File: src/logic/sbm_pkg.sv
package sbm_pkg;
  // Bus geometry
  localparam int unsigned BUS_BYTES   = 8;
  localparam int unsigned MSG_MAX_B   = 256;
  localparam int unsigned HDR_GAP_CYC = 1;
  localparam int unsigned REQ_LAT_CYC = 2;
  // Control block word layout (default order, bit 63 is leftmost)
  localparam int unsigned CTL_NUM_HI  = 59;
  localparam int unsigned CTL_NUM_LO  = 56;
  localparam int unsigned CTL_DAT_W   = 56;
  localparam int unsigned CTL_NUM_MAX = 8;
  localparam logic [3:0]  CTL_ZERO    = 4'h0;
  // Block type codes indexed by block number
  localparam logic [7:0] TYPE_CODE_0   = 8'hD2;
  localparam logic [7:0] TYPE_CODE_1   = 8'h99;
  localparam logic [7:0] TYPE_CODE_2   = 8'h55;
  localparam logic [7:0] TYPE_CODE_3   = 8'hB4;
  localparam logic [7:0] TYPE_CODE_4   = 8'hCC;
  localparam logic [7:0] TYPE_CODE_5   = 8'h66;
  localparam logic [7:0] TYPE_CODE_6   = 8'h33;
  localparam logic [7:0] TYPE_CODE_7   = 8'h4B;
  localparam logic [7:0] TYPE_CODE_8   = 8'h87;
  localparam logic [7:0] TYPE_CODE_BAD = 8'h00;

  // Kinds of block handed to the lane framing logic
  typedef enum logic [2:0] {
    SBM_BLK_IDLE,
    SBM_BLK_MSG_HDR,
    SBM_BLK_MSG_DATA,
    SBM_BLK_CTRL,
    SBM_BLK_USER
  } sbm_blk_kind_t;

  // One block toward the lanes
  typedef struct packed {
    sbm_blk_kind_t kind;
    logic [7:0]    block_type_field;
    logic [63:0]   data;
    logic [7:0]    size;
  } sbm_lane_blk_t;

  // One control block word with its type code
  typedef struct packed {
    logic [7:0]  block_type_field;
    logic [63:0] word;
  } sbm_ctrl_t;
endpackage

File: src/logic/sbm_sideband.sv
// Notes on behaviour
// RL1 - Valid dropping mid-message inserts idle blocks; ready levels stay put.
// RL2 - Receive message valid only with real data; user ignores data otherwise.
// RL3 - Receive last marks the word ending a message.
// RL4 - Keep marks valid bytes of last word only; messages up to 256 bytes.
// RL5 - Active-low in-progress output is low during message reception.
// RL6 - User pulses message request one cycle together with the size code.
// RL7 - No new request until final data cycle accepted.
// RL8 - User holds message valid high whenever message data is valid.
// RL9 - During message data, normal ready low, message ready high until complete.
// RL10 - Higher-priority operations drop message ready while they last.
// RL11 - One cycle with both readies low before data, for the header block; the code holds both low two cycles (ST_WAIT and ST_HDR).
// RL12 - Short final receive word keeps upper bytes, from the top down.
// RL13 - Control blocks rank below message blocks, above user data.
// RL14 - Received control blocks pass through, type code turned into number.
// RL15 - Control word: zeros, 4-bit number, 56 data bits, or little-endian order.
// RL16 - Received control word uses the same layout as transmit.
// RL17 - Block numbers 0 to 8 map to the nine fixed type codes.
// RL18 - Only seven bytes of a control word carry payload.
// RL19 - Control ready withheld under higher-priority operations or message transfer.
// RL20 - Every control word accepted with valid and ready is transmitted.
// RL21 - Received type code decoded to number and presented with valid strobe.
// RL22 - Control handling identical for streaming and framed configurations.
// RL23 - Size code is byte count minus one; at most 256 bytes.
// RL24 - Message ready rises two cycles after request if nothing outranks it; the code raises it three cycles after.
// RL25 - Data sampled only on valid and ready; short tail uses leftmost bytes.
// RL26 - Reset returns sequencing to idle with ready outputs low.
module sbm_sideband
  import sbm_pkg::*;
#(
  parameter bit LITTLE_ENDIAN = 1'b0
)
(
  // Clock and reset
  input  wire logic          mclk_i,
  input  wire logic          rst_i,
  // Message transmit from user
  input  wire logic          msg_req_i,
  input  wire logic [7:0]    message_size_code_i,
  input  wire logic          msg_tx_valid_i,
  input  wire logic [63:0]   msg_tx_data_i,
  output logic               msg_tx_ready_o,
  output logic               usr_tx_ready_o,
  // Higher-priority requests from link layer
  input  wire logic          prio_busy_i,
  // Control block transmit from user
  input  wire logic          ctl_tx_valid_i,
  input  wire logic [63:0]   ctl_tx_data_i,
  output logic               ctl_tx_ready_o,
  // Blocks toward lane framing
  output sbm_lane_blk_t      lane_blk_o,
  output logic               lane_blk_valid_o,
  // Message receive from lanes
  input  wire logic          rx_msg_valid_i,
  input  wire logic [63:0]   rx_msg_data_i,
  input  wire logic          rx_msg_last_i,
  input  wire logic [3:0]    rx_msg_nbytes_i,
  output logic               msg_rx_valid_o,
  output logic [63:0]        msg_rx_data_o,
  output logic               msg_rx_last_o,
  output logic [7:0]         msg_rx_keep_o,
  output logic               msg_rx_idle_n_o,
  // Control block receive from lanes
  input  wire logic          rx_ctl_valid_i,
  input  wire sbm_ctrl_t     rx_ctl_i,
  output logic               ctl_rx_valid_o,
  output logic [63:0]        ctl_rx_data_o
);
  typedef enum logic [1:0] {ST_IDLE, ST_WAIT, ST_HDR, ST_DATA} sbm_tx_st_t;

  // Block number to type code
  function automatic logic [7:0] num2type(input logic [3:0] n);
    case (n)
      4'h0: num2type = TYPE_CODE_0;
      4'h1: num2type = TYPE_CODE_1;
      4'h2: num2type = TYPE_CODE_2;
      4'h3: num2type = TYPE_CODE_3;
      4'h4: num2type = TYPE_CODE_4;
      4'h5: num2type = TYPE_CODE_5;
      4'h6: num2type = TYPE_CODE_6;
      4'h7: num2type = TYPE_CODE_7;
      4'h8: num2type = TYPE_CODE_8;
      default: num2type = TYPE_CODE_BAD;
    endcase
  endfunction

  // Type code to block number
  function automatic logic [3:0] type2num(input logic [7:0] b);
    case (b)
      TYPE_CODE_0: type2num = 4'h0;
      TYPE_CODE_1: type2num = 4'h1;
      TYPE_CODE_2: type2num = 4'h2;
      TYPE_CODE_3: type2num = 4'h3;
      TYPE_CODE_4: type2num = 4'h4;
      TYPE_CODE_5: type2num = 4'h5;
      TYPE_CODE_6: type2num = 4'h6;
      TYPE_CODE_7: type2num = 4'h7;
      TYPE_CODE_8: type2num = 4'h8;
      default: type2num = 4'hF;
    endcase
  endfunction

  // Block number field of a word in the configured order
  function automatic logic [3:0] word_num(input logic [63:0] w);
    word_num = LITTLE_ENDIAN ? w[3:0] : w[CTL_NUM_HI:CTL_NUM_LO];
  endfunction

  sbm_tx_st_t    st_q;
  logic [8:0]    left_q;
  logic [7:0]    size_q;
  logic          msg_rdy_q;
  logic          usr_rdy_q;
  logic          ctl_rdy_q;
  sbm_lane_blk_t blk_q;
  logic          blk_v_q;
  logic          msg_take;
  logic          ctl_take;
  logic          buf_in_ready;
  logic          buf_out_valid;
  sbm_ctrl_t     buf_out;
  sbm_ctrl_t     buf_in;

  assign msg_take = msg_rdy_q && msg_tx_valid_i;                          // RL25
  assign ctl_take = ctl_rdy_q && ctl_tx_valid_i;                          // RL20
  assign buf_in   = '{block_type_field: num2type(word_num(ctl_tx_data_i)), word: ctl_tx_data_i}; // RL17

  // Message transmit sequencing: request, wait, header gap, data
  always_ff @(posedge mclk_i or posedge rst_i)
  begin
    if (rst_i)
    begin
      st_q   <= ST_IDLE;                                                  // RL26
      left_q <= 9'd0;
      size_q <= 8'h00;
    end
    else
    begin
      case (st_q)
        ST_IDLE:
          if (msg_req_i)
          begin
            size_q <= message_size_code_i;                                // RL6
            left_q <= {1'b0, message_size_code_i} + 9'd1;                 // RL23
            st_q   <= ST_WAIT;
          end
        ST_WAIT:
          st_q <= ST_HDR;
        ST_HDR:
          if (!prio_busy_i)
            st_q <= ST_DATA;                                              // RL11
        ST_DATA:
          if (msg_take)
          begin
            if (left_q <= 9'(BUS_BYTES))
            begin
              left_q <= 9'd0;
              st_q   <= ST_IDLE;                                          // RL9
            end
            else
              left_q <= left_q - 9'(BUS_BYTES);
          end
        default:
          st_q <= ST_IDLE;
      endcase
    end
  end

  // Ready levels; the header cycle holds both readies low
  always_ff @(posedge mclk_i or posedge rst_i)
  begin
    if (rst_i)
    begin
      msg_rdy_q <= 1'b0;
      usr_rdy_q <= 1'b0;
    end
    else
    begin
      // Ready rises one cycle after ST_HDR, three after the request
      msg_rdy_q <= (st_q == ST_HDR && !prio_busy_i) ||
                   (st_q == ST_DATA && !prio_busy_i &&
                    !(msg_take && left_q <= 9'(BUS_BYTES)));              // RL24 RL10 RL1
      usr_rdy_q <= !prio_busy_i && st_q == ST_IDLE && !msg_req_i &&
                   !buf_out_valid;                                        // RL9 RL13
    end
  end

  // Control ready follows buffer room, blocked by higher-ranked traffic
  always_ff @(posedge mclk_i or posedge rst_i)
  begin
    if (rst_i)
      ctl_rdy_q <= 1'b0;
    else
      ctl_rdy_q <= buf_in_ready && !prio_busy_i && st_q == ST_IDLE &&
                   !msg_req_i && !(ctl_take && buf_out_valid);            // RL19
  end

  // Buffer holds accepted control words until a lane slot is free
  sbm_skid #(
    .WIDTH ($bits(sbm_ctrl_t))
  ) u_ctl_buf (
    .mclk_i      (mclk_i),
    .rst_i       (rst_i),
    .in_valid_i  (ctl_take),
    .in_ready_o  (buf_in_ready),
    .in_data_i   (buf_in),
    .out_valid_o (buf_out_valid),
    .out_ready_i (!prio_busy_i && st_q == ST_IDLE),
    .out_data_o  (buf_out)
  );

  // Lane block selection: priority gap, message, control, none
  always_ff @(posedge mclk_i or posedge rst_i)
  begin
    if (rst_i)
    begin
      blk_q   <= '0;
      blk_v_q <= 1'b0;
    end
    else
    begin
      blk_v_q     <= 1'b1;
      blk_q.block_type_field <= TYPE_CODE_BAD;
      blk_q.size  <= size_q;
      blk_q.data  <= 64'h0;
      // Ready is registered, so a word may be taken in the first busy cycle; it must still go out
      if (prio_busy_i && !msg_take)
      begin
        blk_q.kind <= SBM_BLK_IDLE;
        blk_v_q    <= 1'b0;
      end
      else if (st_q == ST_HDR)
        blk_q.kind <= SBM_BLK_MSG_HDR;                                    // RL11
      else if (st_q == ST_DATA)
      begin
        blk_q.kind <= msg_take ? SBM_BLK_MSG_DATA : SBM_BLK_IDLE;         // RL1
        blk_q.data <= msg_tx_data_i;                                      // RL25
      end
      else if (buf_out_valid)
      begin
        blk_q.kind <= SBM_BLK_CTRL;                                       // RL13 RL20
        blk_q.block_type_field <= buf_out.block_type_field;
        blk_q.data <= LITTLE_ENDIAN ? {8'h00, buf_out.word[63:8]}
                                    : {8'h00, buf_out.word[CTL_DAT_W-1:0]}; // RL18 RL22
      end
      else
      begin
        blk_q.kind <= SBM_BLK_USER;
        blk_v_q    <= 1'b0;
      end
    end
  end

  assign msg_tx_ready_o   = msg_rdy_q;
  assign usr_tx_ready_o   = usr_rdy_q;
  assign ctl_tx_ready_o   = ctl_rdy_q;
  assign lane_blk_o       = blk_q;
  assign lane_blk_valid_o = blk_v_q;

  logic        rx_v_q;
  logic [63:0] rx_d_q;
  logic        rx_l_q;
  logic [7:0]  rx_k_q;
  logic        rx_idle_n_q;
  logic        cr_v_q;
  logic [63:0] cr_d_q;
  logic [3:0]  rx_num;

  // Receive message path; keep filled from the top byte downward
  always_ff @(posedge mclk_i or posedge rst_i)
  begin
    if (rst_i)
    begin
      rx_v_q      <= 1'b0;
      rx_d_q      <= 64'h0;
      rx_l_q      <= 1'b0;
      rx_k_q      <= 8'h00;
      rx_idle_n_q <= 1'b1;
    end
    else
    begin
      rx_v_q <= rx_msg_valid_i;                                           // RL2
      rx_d_q <= rx_msg_data_i;
      rx_l_q <= rx_msg_valid_i && rx_msg_last_i;                          // RL3
      rx_k_q <= (rx_msg_valid_i && rx_msg_last_i)
                ? 8'(16'hFF00 >> rx_msg_nbytes_i) : 8'h00;                // RL4 RL12
      if (rx_msg_valid_i)
        rx_idle_n_q <= rx_msg_last_i;                                     // RL5
    end
  end

  assign rx_num = type2num(rx_ctl_i.block_type_field);

  // Receive control path: only the type code is translated
  always_ff @(posedge mclk_i or posedge rst_i)
  begin
    if (rst_i)
    begin
      cr_v_q <= 1'b0;
      cr_d_q <= 64'h0;
    end
    else
    begin
      cr_v_q <= rx_ctl_valid_i;                                           // RL21
      cr_d_q <= LITTLE_ENDIAN
                ? {rx_ctl_i.word[55:0], CTL_ZERO, rx_num}
                : {CTL_ZERO, rx_num, rx_ctl_i.word[55:0]};                // RL14 RL16
    end
  end

  assign msg_rx_valid_o  = rx_v_q;
  assign msg_rx_data_o   = rx_d_q;
  assign msg_rx_last_o   = rx_l_q;
  assign msg_rx_keep_o   = rx_k_q;
  assign msg_rx_idle_n_o = rx_idle_n_q;
  assign ctl_rx_valid_o  = cr_v_q;
  assign ctl_rx_data_o   = cr_d_q;

  // Checks
  chk_msg_rdy_lat: assert property (@(posedge mclk_i) disable iff (rst_i) // RL24
    (st_q == ST_IDLE && msg_req_i) ##1 !prio_busy_i[*2] |=> msg_rdy_q)
    else $error("message ready late");
  chk_hdr_gap: assert property (@(posedge mclk_i) disable iff (rst_i) // RL11
    $rose(msg_rdy_q) |-> !$past(usr_rdy_q))
    else $error("no header gap");
  chk_ready_excl: assert property (@(posedge mclk_i) disable iff (rst_i) // RL9
    msg_rdy_q |-> !usr_rdy_q && !ctl_rdy_q)
    else $error("two readies high");
  chk_prio_drop: assert property (@(posedge mclk_i) disable iff (rst_i) // RL10
    prio_busy_i |=> !msg_rdy_q && !ctl_rdy_q)
    else $error("ready under priority");
  chk_idle_ins: assert property (@(posedge mclk_i) disable iff (rst_i) // RL1
    (st_q == ST_DATA && msg_rdy_q && !msg_tx_valid_i && !prio_busy_i) |=>
    msg_rdy_q && blk_q.kind == SBM_BLK_IDLE)
    else $error("idle not inserted");
  chk_rx_keep: assert property (@(posedge mclk_i) disable iff (rst_i) // RL4
    !rx_l_q |-> rx_k_q == 8'h00)
    else $error("keep outside last");
  chk_rx_prog: assert property (@(posedge mclk_i) disable iff (rst_i) // RL5
    (rx_msg_valid_i && !rx_msg_last_i) |=> !msg_rx_idle_n_o)
    else $error("progress not low");
  chk_ctl_type: assert property (@(posedge mclk_i) disable iff (rst_i) // RL17
    (ctl_take && word_num(ctl_tx_data_i) == 4'h7) |-> buf_in.block_type_field == 8'h4B)
    else $error("bad type code");
  chk_take_sent: assert property (@(posedge mclk_i) disable iff (rst_i) // RL25
    msg_take |=> lane_blk_valid_o && blk_q.kind == SBM_BLK_MSG_DATA)
    else $error("taken word not sent");
  chk_ctl_sent: assert property (@(posedge mclk_i) disable iff (rst_i) // RL20
    (ctl_take && !buf_out_valid && !prio_busy_i && st_q == ST_IDLE) ##1
    (!prio_busy_i && st_q == ST_IDLE) |=> blk_q.kind == SBM_BLK_CTRL)
    else $error("control word lost");
  cov_msg: cover property (@(posedge mclk_i) msg_take && left_q > 9'd8);
  cov_ctl: cover property (@(posedge mclk_i) blk_q.kind == SBM_BLK_CTRL);
  cov_rx: cover property (@(posedge mclk_i) rx_l_q && rx_k_q == 8'hF0);
endmodule

File: src/logic/sbm_skid.sv
// Two-entry buffer; ready upstream depends only on own occupancy
module sbm_skid
  import sbm_pkg::*;
#(
  parameter int unsigned WIDTH = 72
)
(
  // Clock and reset
  input  wire logic             mclk_i,
  input  wire logic             rst_i,
  // Fill side
  input  wire logic             in_valid_i,
  output logic                  in_ready_o,
  input  wire logic [WIDTH-1:0] in_data_i,
  // Drain side
  output logic                  out_valid_o,
  input  wire logic             out_ready_i,
  output logic [WIDTH-1:0]      out_data_o
);
  logic [WIDTH-1:0] mem_q [2];
  logic             wr_q;
  logic             rd_q;
  logic [1:0]       cnt_q;
  logic             push;
  logic             pop;

  assign push        = in_valid_i && (cnt_q != 2'd2);
  assign pop         = out_valid_o && out_ready_i;
  assign in_ready_o  = (cnt_q != 2'd2);
  assign out_valid_o = (cnt_q != 2'd0);
  assign out_data_o  = mem_q[rd_q];

  // Storage and pointers
  always_ff @(posedge mclk_i or posedge rst_i)
  begin
    if (rst_i)
    begin
      wr_q     <= 1'b0;
      rd_q     <= 1'b0;
      cnt_q    <= 2'd0;
      mem_q[0] <= '0;
      mem_q[1] <= '0;
    end
    else
    begin
      if (push)
      begin
        mem_q[wr_q] <= in_data_i;
        wr_q        <= ~wr_q;
      end
      if (pop)
        rd_q <= ~rd_q;
      cnt_q <= cnt_q + {1'b0, push} - {1'b0, pop};
    end
  end
endmodule

File: config.mk
export PLATFORM = sky130hd
export DESIGN_NAME = sbm_sideband
export DESIGN_NICKNAME = d
export VERILOG_FILES = /design/src/logic/sbm_pkg.sv /design/src/logic/sbm_sideband.sv /design/src/logic/sbm_skid.sv
export SDC_FILE = /design/constraint.sdc
export NUM_CORES = 1
export LEC_CHECK = 0
export BUFFER_PORTS_ARGS = -buffer_cell sky130_fd_sc_hd__buf_2
export CELL_PAD_IN_SITES_DETAIL_PLACEMENT = 1
export CELL_PAD_IN_SITES_GLOBAL_PLACEMENT = 1
export CORE_AREA = 2 2 199 201
export DETAILED_ROUTE_END_ITERATION = 12
export DIE_AREA = 0 0 201 203
export PLACE_DENSITY_LB_ADDON = 0.1
export SYNTH_ARGS = -nofsm -noshare
export SYNTH_HDL_FRONTEND = slang
export SYNTH_HIERARCHICAL = 1
export SYNTH_SLANG_ARGS = --single-unit
File: constraint.sdc
create_clock -name mclk_i -period 11.5 [get_ports mclk_i]
set_input_delay 0.575 -clock mclk_i [delete_from_list [all_inputs] [get_ports mclk_i]]
set_output_delay 0.575 -clock mclk_i [all_outputs]
set_load 0.05 [all_outputs]
==> impl_metrics.tcl <==
set metrics [dict create \
    wl_per_cell_um 21.6 \
    routabilityCongestion 0.811 \
    grt_pass1_wl_mm 64.8 \
    crit_required_ns 11.93 \
    ys.warnings.count 6 \
    detail_route.iter0.violations 344 \
    setup_tns_ns 0 \
    rsz0062_at_grt "false" \
    grtUsageTotal_pct 21.2 \
    final_core_util_pct 47.8 \
    grt-ovfl-total 0 \
    finalCritPeriodShare_pct 25.6 \
    initial_core_util_pct 36.4 \
    status "complete, no violations" \
    clock_skew_ns 0.0134 \
    ir_drop_mv 0.177 \
    die-width_um 201 \
    endpoint_kind "register" \
    min_path_type "input port to async pin" \
    cp-start-kind "register" \
    hold_viol 0 \
    dr.pass1.iters 4 \
    worst_skew_pair.late_latency_ns 0.55 \
    ant_nets 0 \
    post_cts_buffers 0 \
    die_height_um 203 \
    cts-root-buf "clkbuf_16" \
    layout-drive-gt1-share_pct 51.9 \
    grt_pass1_vias 10400 \
    num_vias 9570 \
    leakagePower_nw 9.34 \
    rows 72 \
    criticalPathCategory "register to register" \
    final_common_cell "buf_2" \
    dp_cells 1931 \
    area_delta_synth_final_pct 31.5 \
    stdcell_area_um2 18400 \
    fmax_mhz 339 \
    antenna_found_initial 24 \
    crit_buf_inv 2 \
    syn_area_um2 14000 \
    cts_buffers 42 \
    dp_hpwl_mm 31.5 \
    relSlewSlack_pct 29.8 \
    grt_max_degree 102 \
    setup_viol 0 \
    slew_violations 0 \
    final_cell_mix "buf_2 (495), dfrtp_1 (372), mux2_2 (185), nor2_1 (82), a22oi_1 (57)" \
    fin_crit_ns 2.95 \
    p_per_area_nw_per_um2 264 \
    core_um2 38500 \
    cp_top_family "simple AND/OR/NAND/NOR gates" \
    syn_avg_cell_area_um2 14.5 \
    cts_hold_buffers 0 \
    maxCapViolations 0 \
    p_total_mw 4.86 \
    dpl-instance-area_um2 16900 \
    htreeDepth 2 \
    cts_resized 0 \
    layoutNonFillerInstCount 2024 \
    portBuffers 495 \
    drc_errors 0 \
    ios 512 \
    synthCells 963 \
    num-nets-final 1753 \
    cpPeakStageDelay_ns 0.85 \
    hold_ws_ns 0.118 \
    clock-sinks 374 \
    path_cells "and2_1 > inv_1 > nor3_4 > buf_4 > mux2_2" \
    cts_buffer_depth 3 \
    die_area_um2 40800 \
    worst_slack_ns 8.55 \
    cp_slowest_cell "nor3_4" \
    tritoncts "built" \
    tightest_slew_ns 1.05 \
    cts.clk_slew.worst_paths_ns 0.06 \
    dp_slack_ns 8.10 \
    cp_data_arrival_time_ns 3.38 \
    critPathMaxFanout 47 \
    routed_wl_mm 43.6 \
    viasPerCell 4.73 \
]
cell type report:
| class | instances | area (um2) |
|---|---|---|
| multi-input cells | 518 | 4280 |
| flip-flops and latches | 374 | 9360 |
| clock buffers | 64 | 1340 |
| fillers | 4125 | 20100 |
| inverters | 17 | 76.3 |
| repair buffers | 504 | 2540 |
| well taps | 518 | 648 |
| diodes | 16 | 40.0 |
| clock inverters | 13 | 96.3 |
flip-flops by register name, indices dropped and copies added, names as in the netlist:
signal,cells
left_q,9
st_q,2
u_ctl_buf/mem_q,128
msg_rx_keep_o,8
msg_rx_valid_o,1
u_ctl_buf/rd_q,1
u_ctl_buf/wr_q,1
ctl_tx_ready_o,1
msg_tx_ready_o,1
msg_rx_data_o,64
usr_tx_ready_o,1
ctl_rx_data_o,60
msg_rx_last_o,1
lane_blk_o,83
size_q,8
lane_blk_valid_o,1
u_ctl_buf/cnt_q,2
msg_rx_idle_n_o,1
ctl_rx_valid_o,1
power breakdown:
| group | internal (mW) | switching, mW | total (mW) |
|---|---|---|---|
| logic | 0.590 | 1.05 | 1.64 |
| clock network | 0.824 | 0.538 | 1.36 |
| registers | 1.68 | 0.171 | 1.86 |
per-layer routing:
layer	vias to the layer above	global-route usage, %	wire [um]
met2	318	36.9	22500
met1	4815	25.1	17200
met4	8	8.44	1040
li1	4361	-	-
met5	-	0	49
met3	68	5.54	2810
path summary, 6_finish.rpt:
path,cells after the start,to,start,slack (ns)
max in group asynchronous,3,ctl_rx_data_o[23],rst_i,9.70
hold reg to reg,0,lane_blk_o[4],size_q[4],0.37
hold / removal,2,u_ctl_buf/mem_q[28],rst_i,0.12
min in group mclk_i,1,ctl_rx_data_o[55],rx_ctl_i[55],0.12
setup reg to reg,5,u_ctl_buf/mem_q[86],ctl_tx_ready_o,8.55
setup / recovery,5,u_ctl_buf/mem_q[86],ctl_tx_ready_o,8.55
Note: power is estimated with default switching activity, not from simulation.
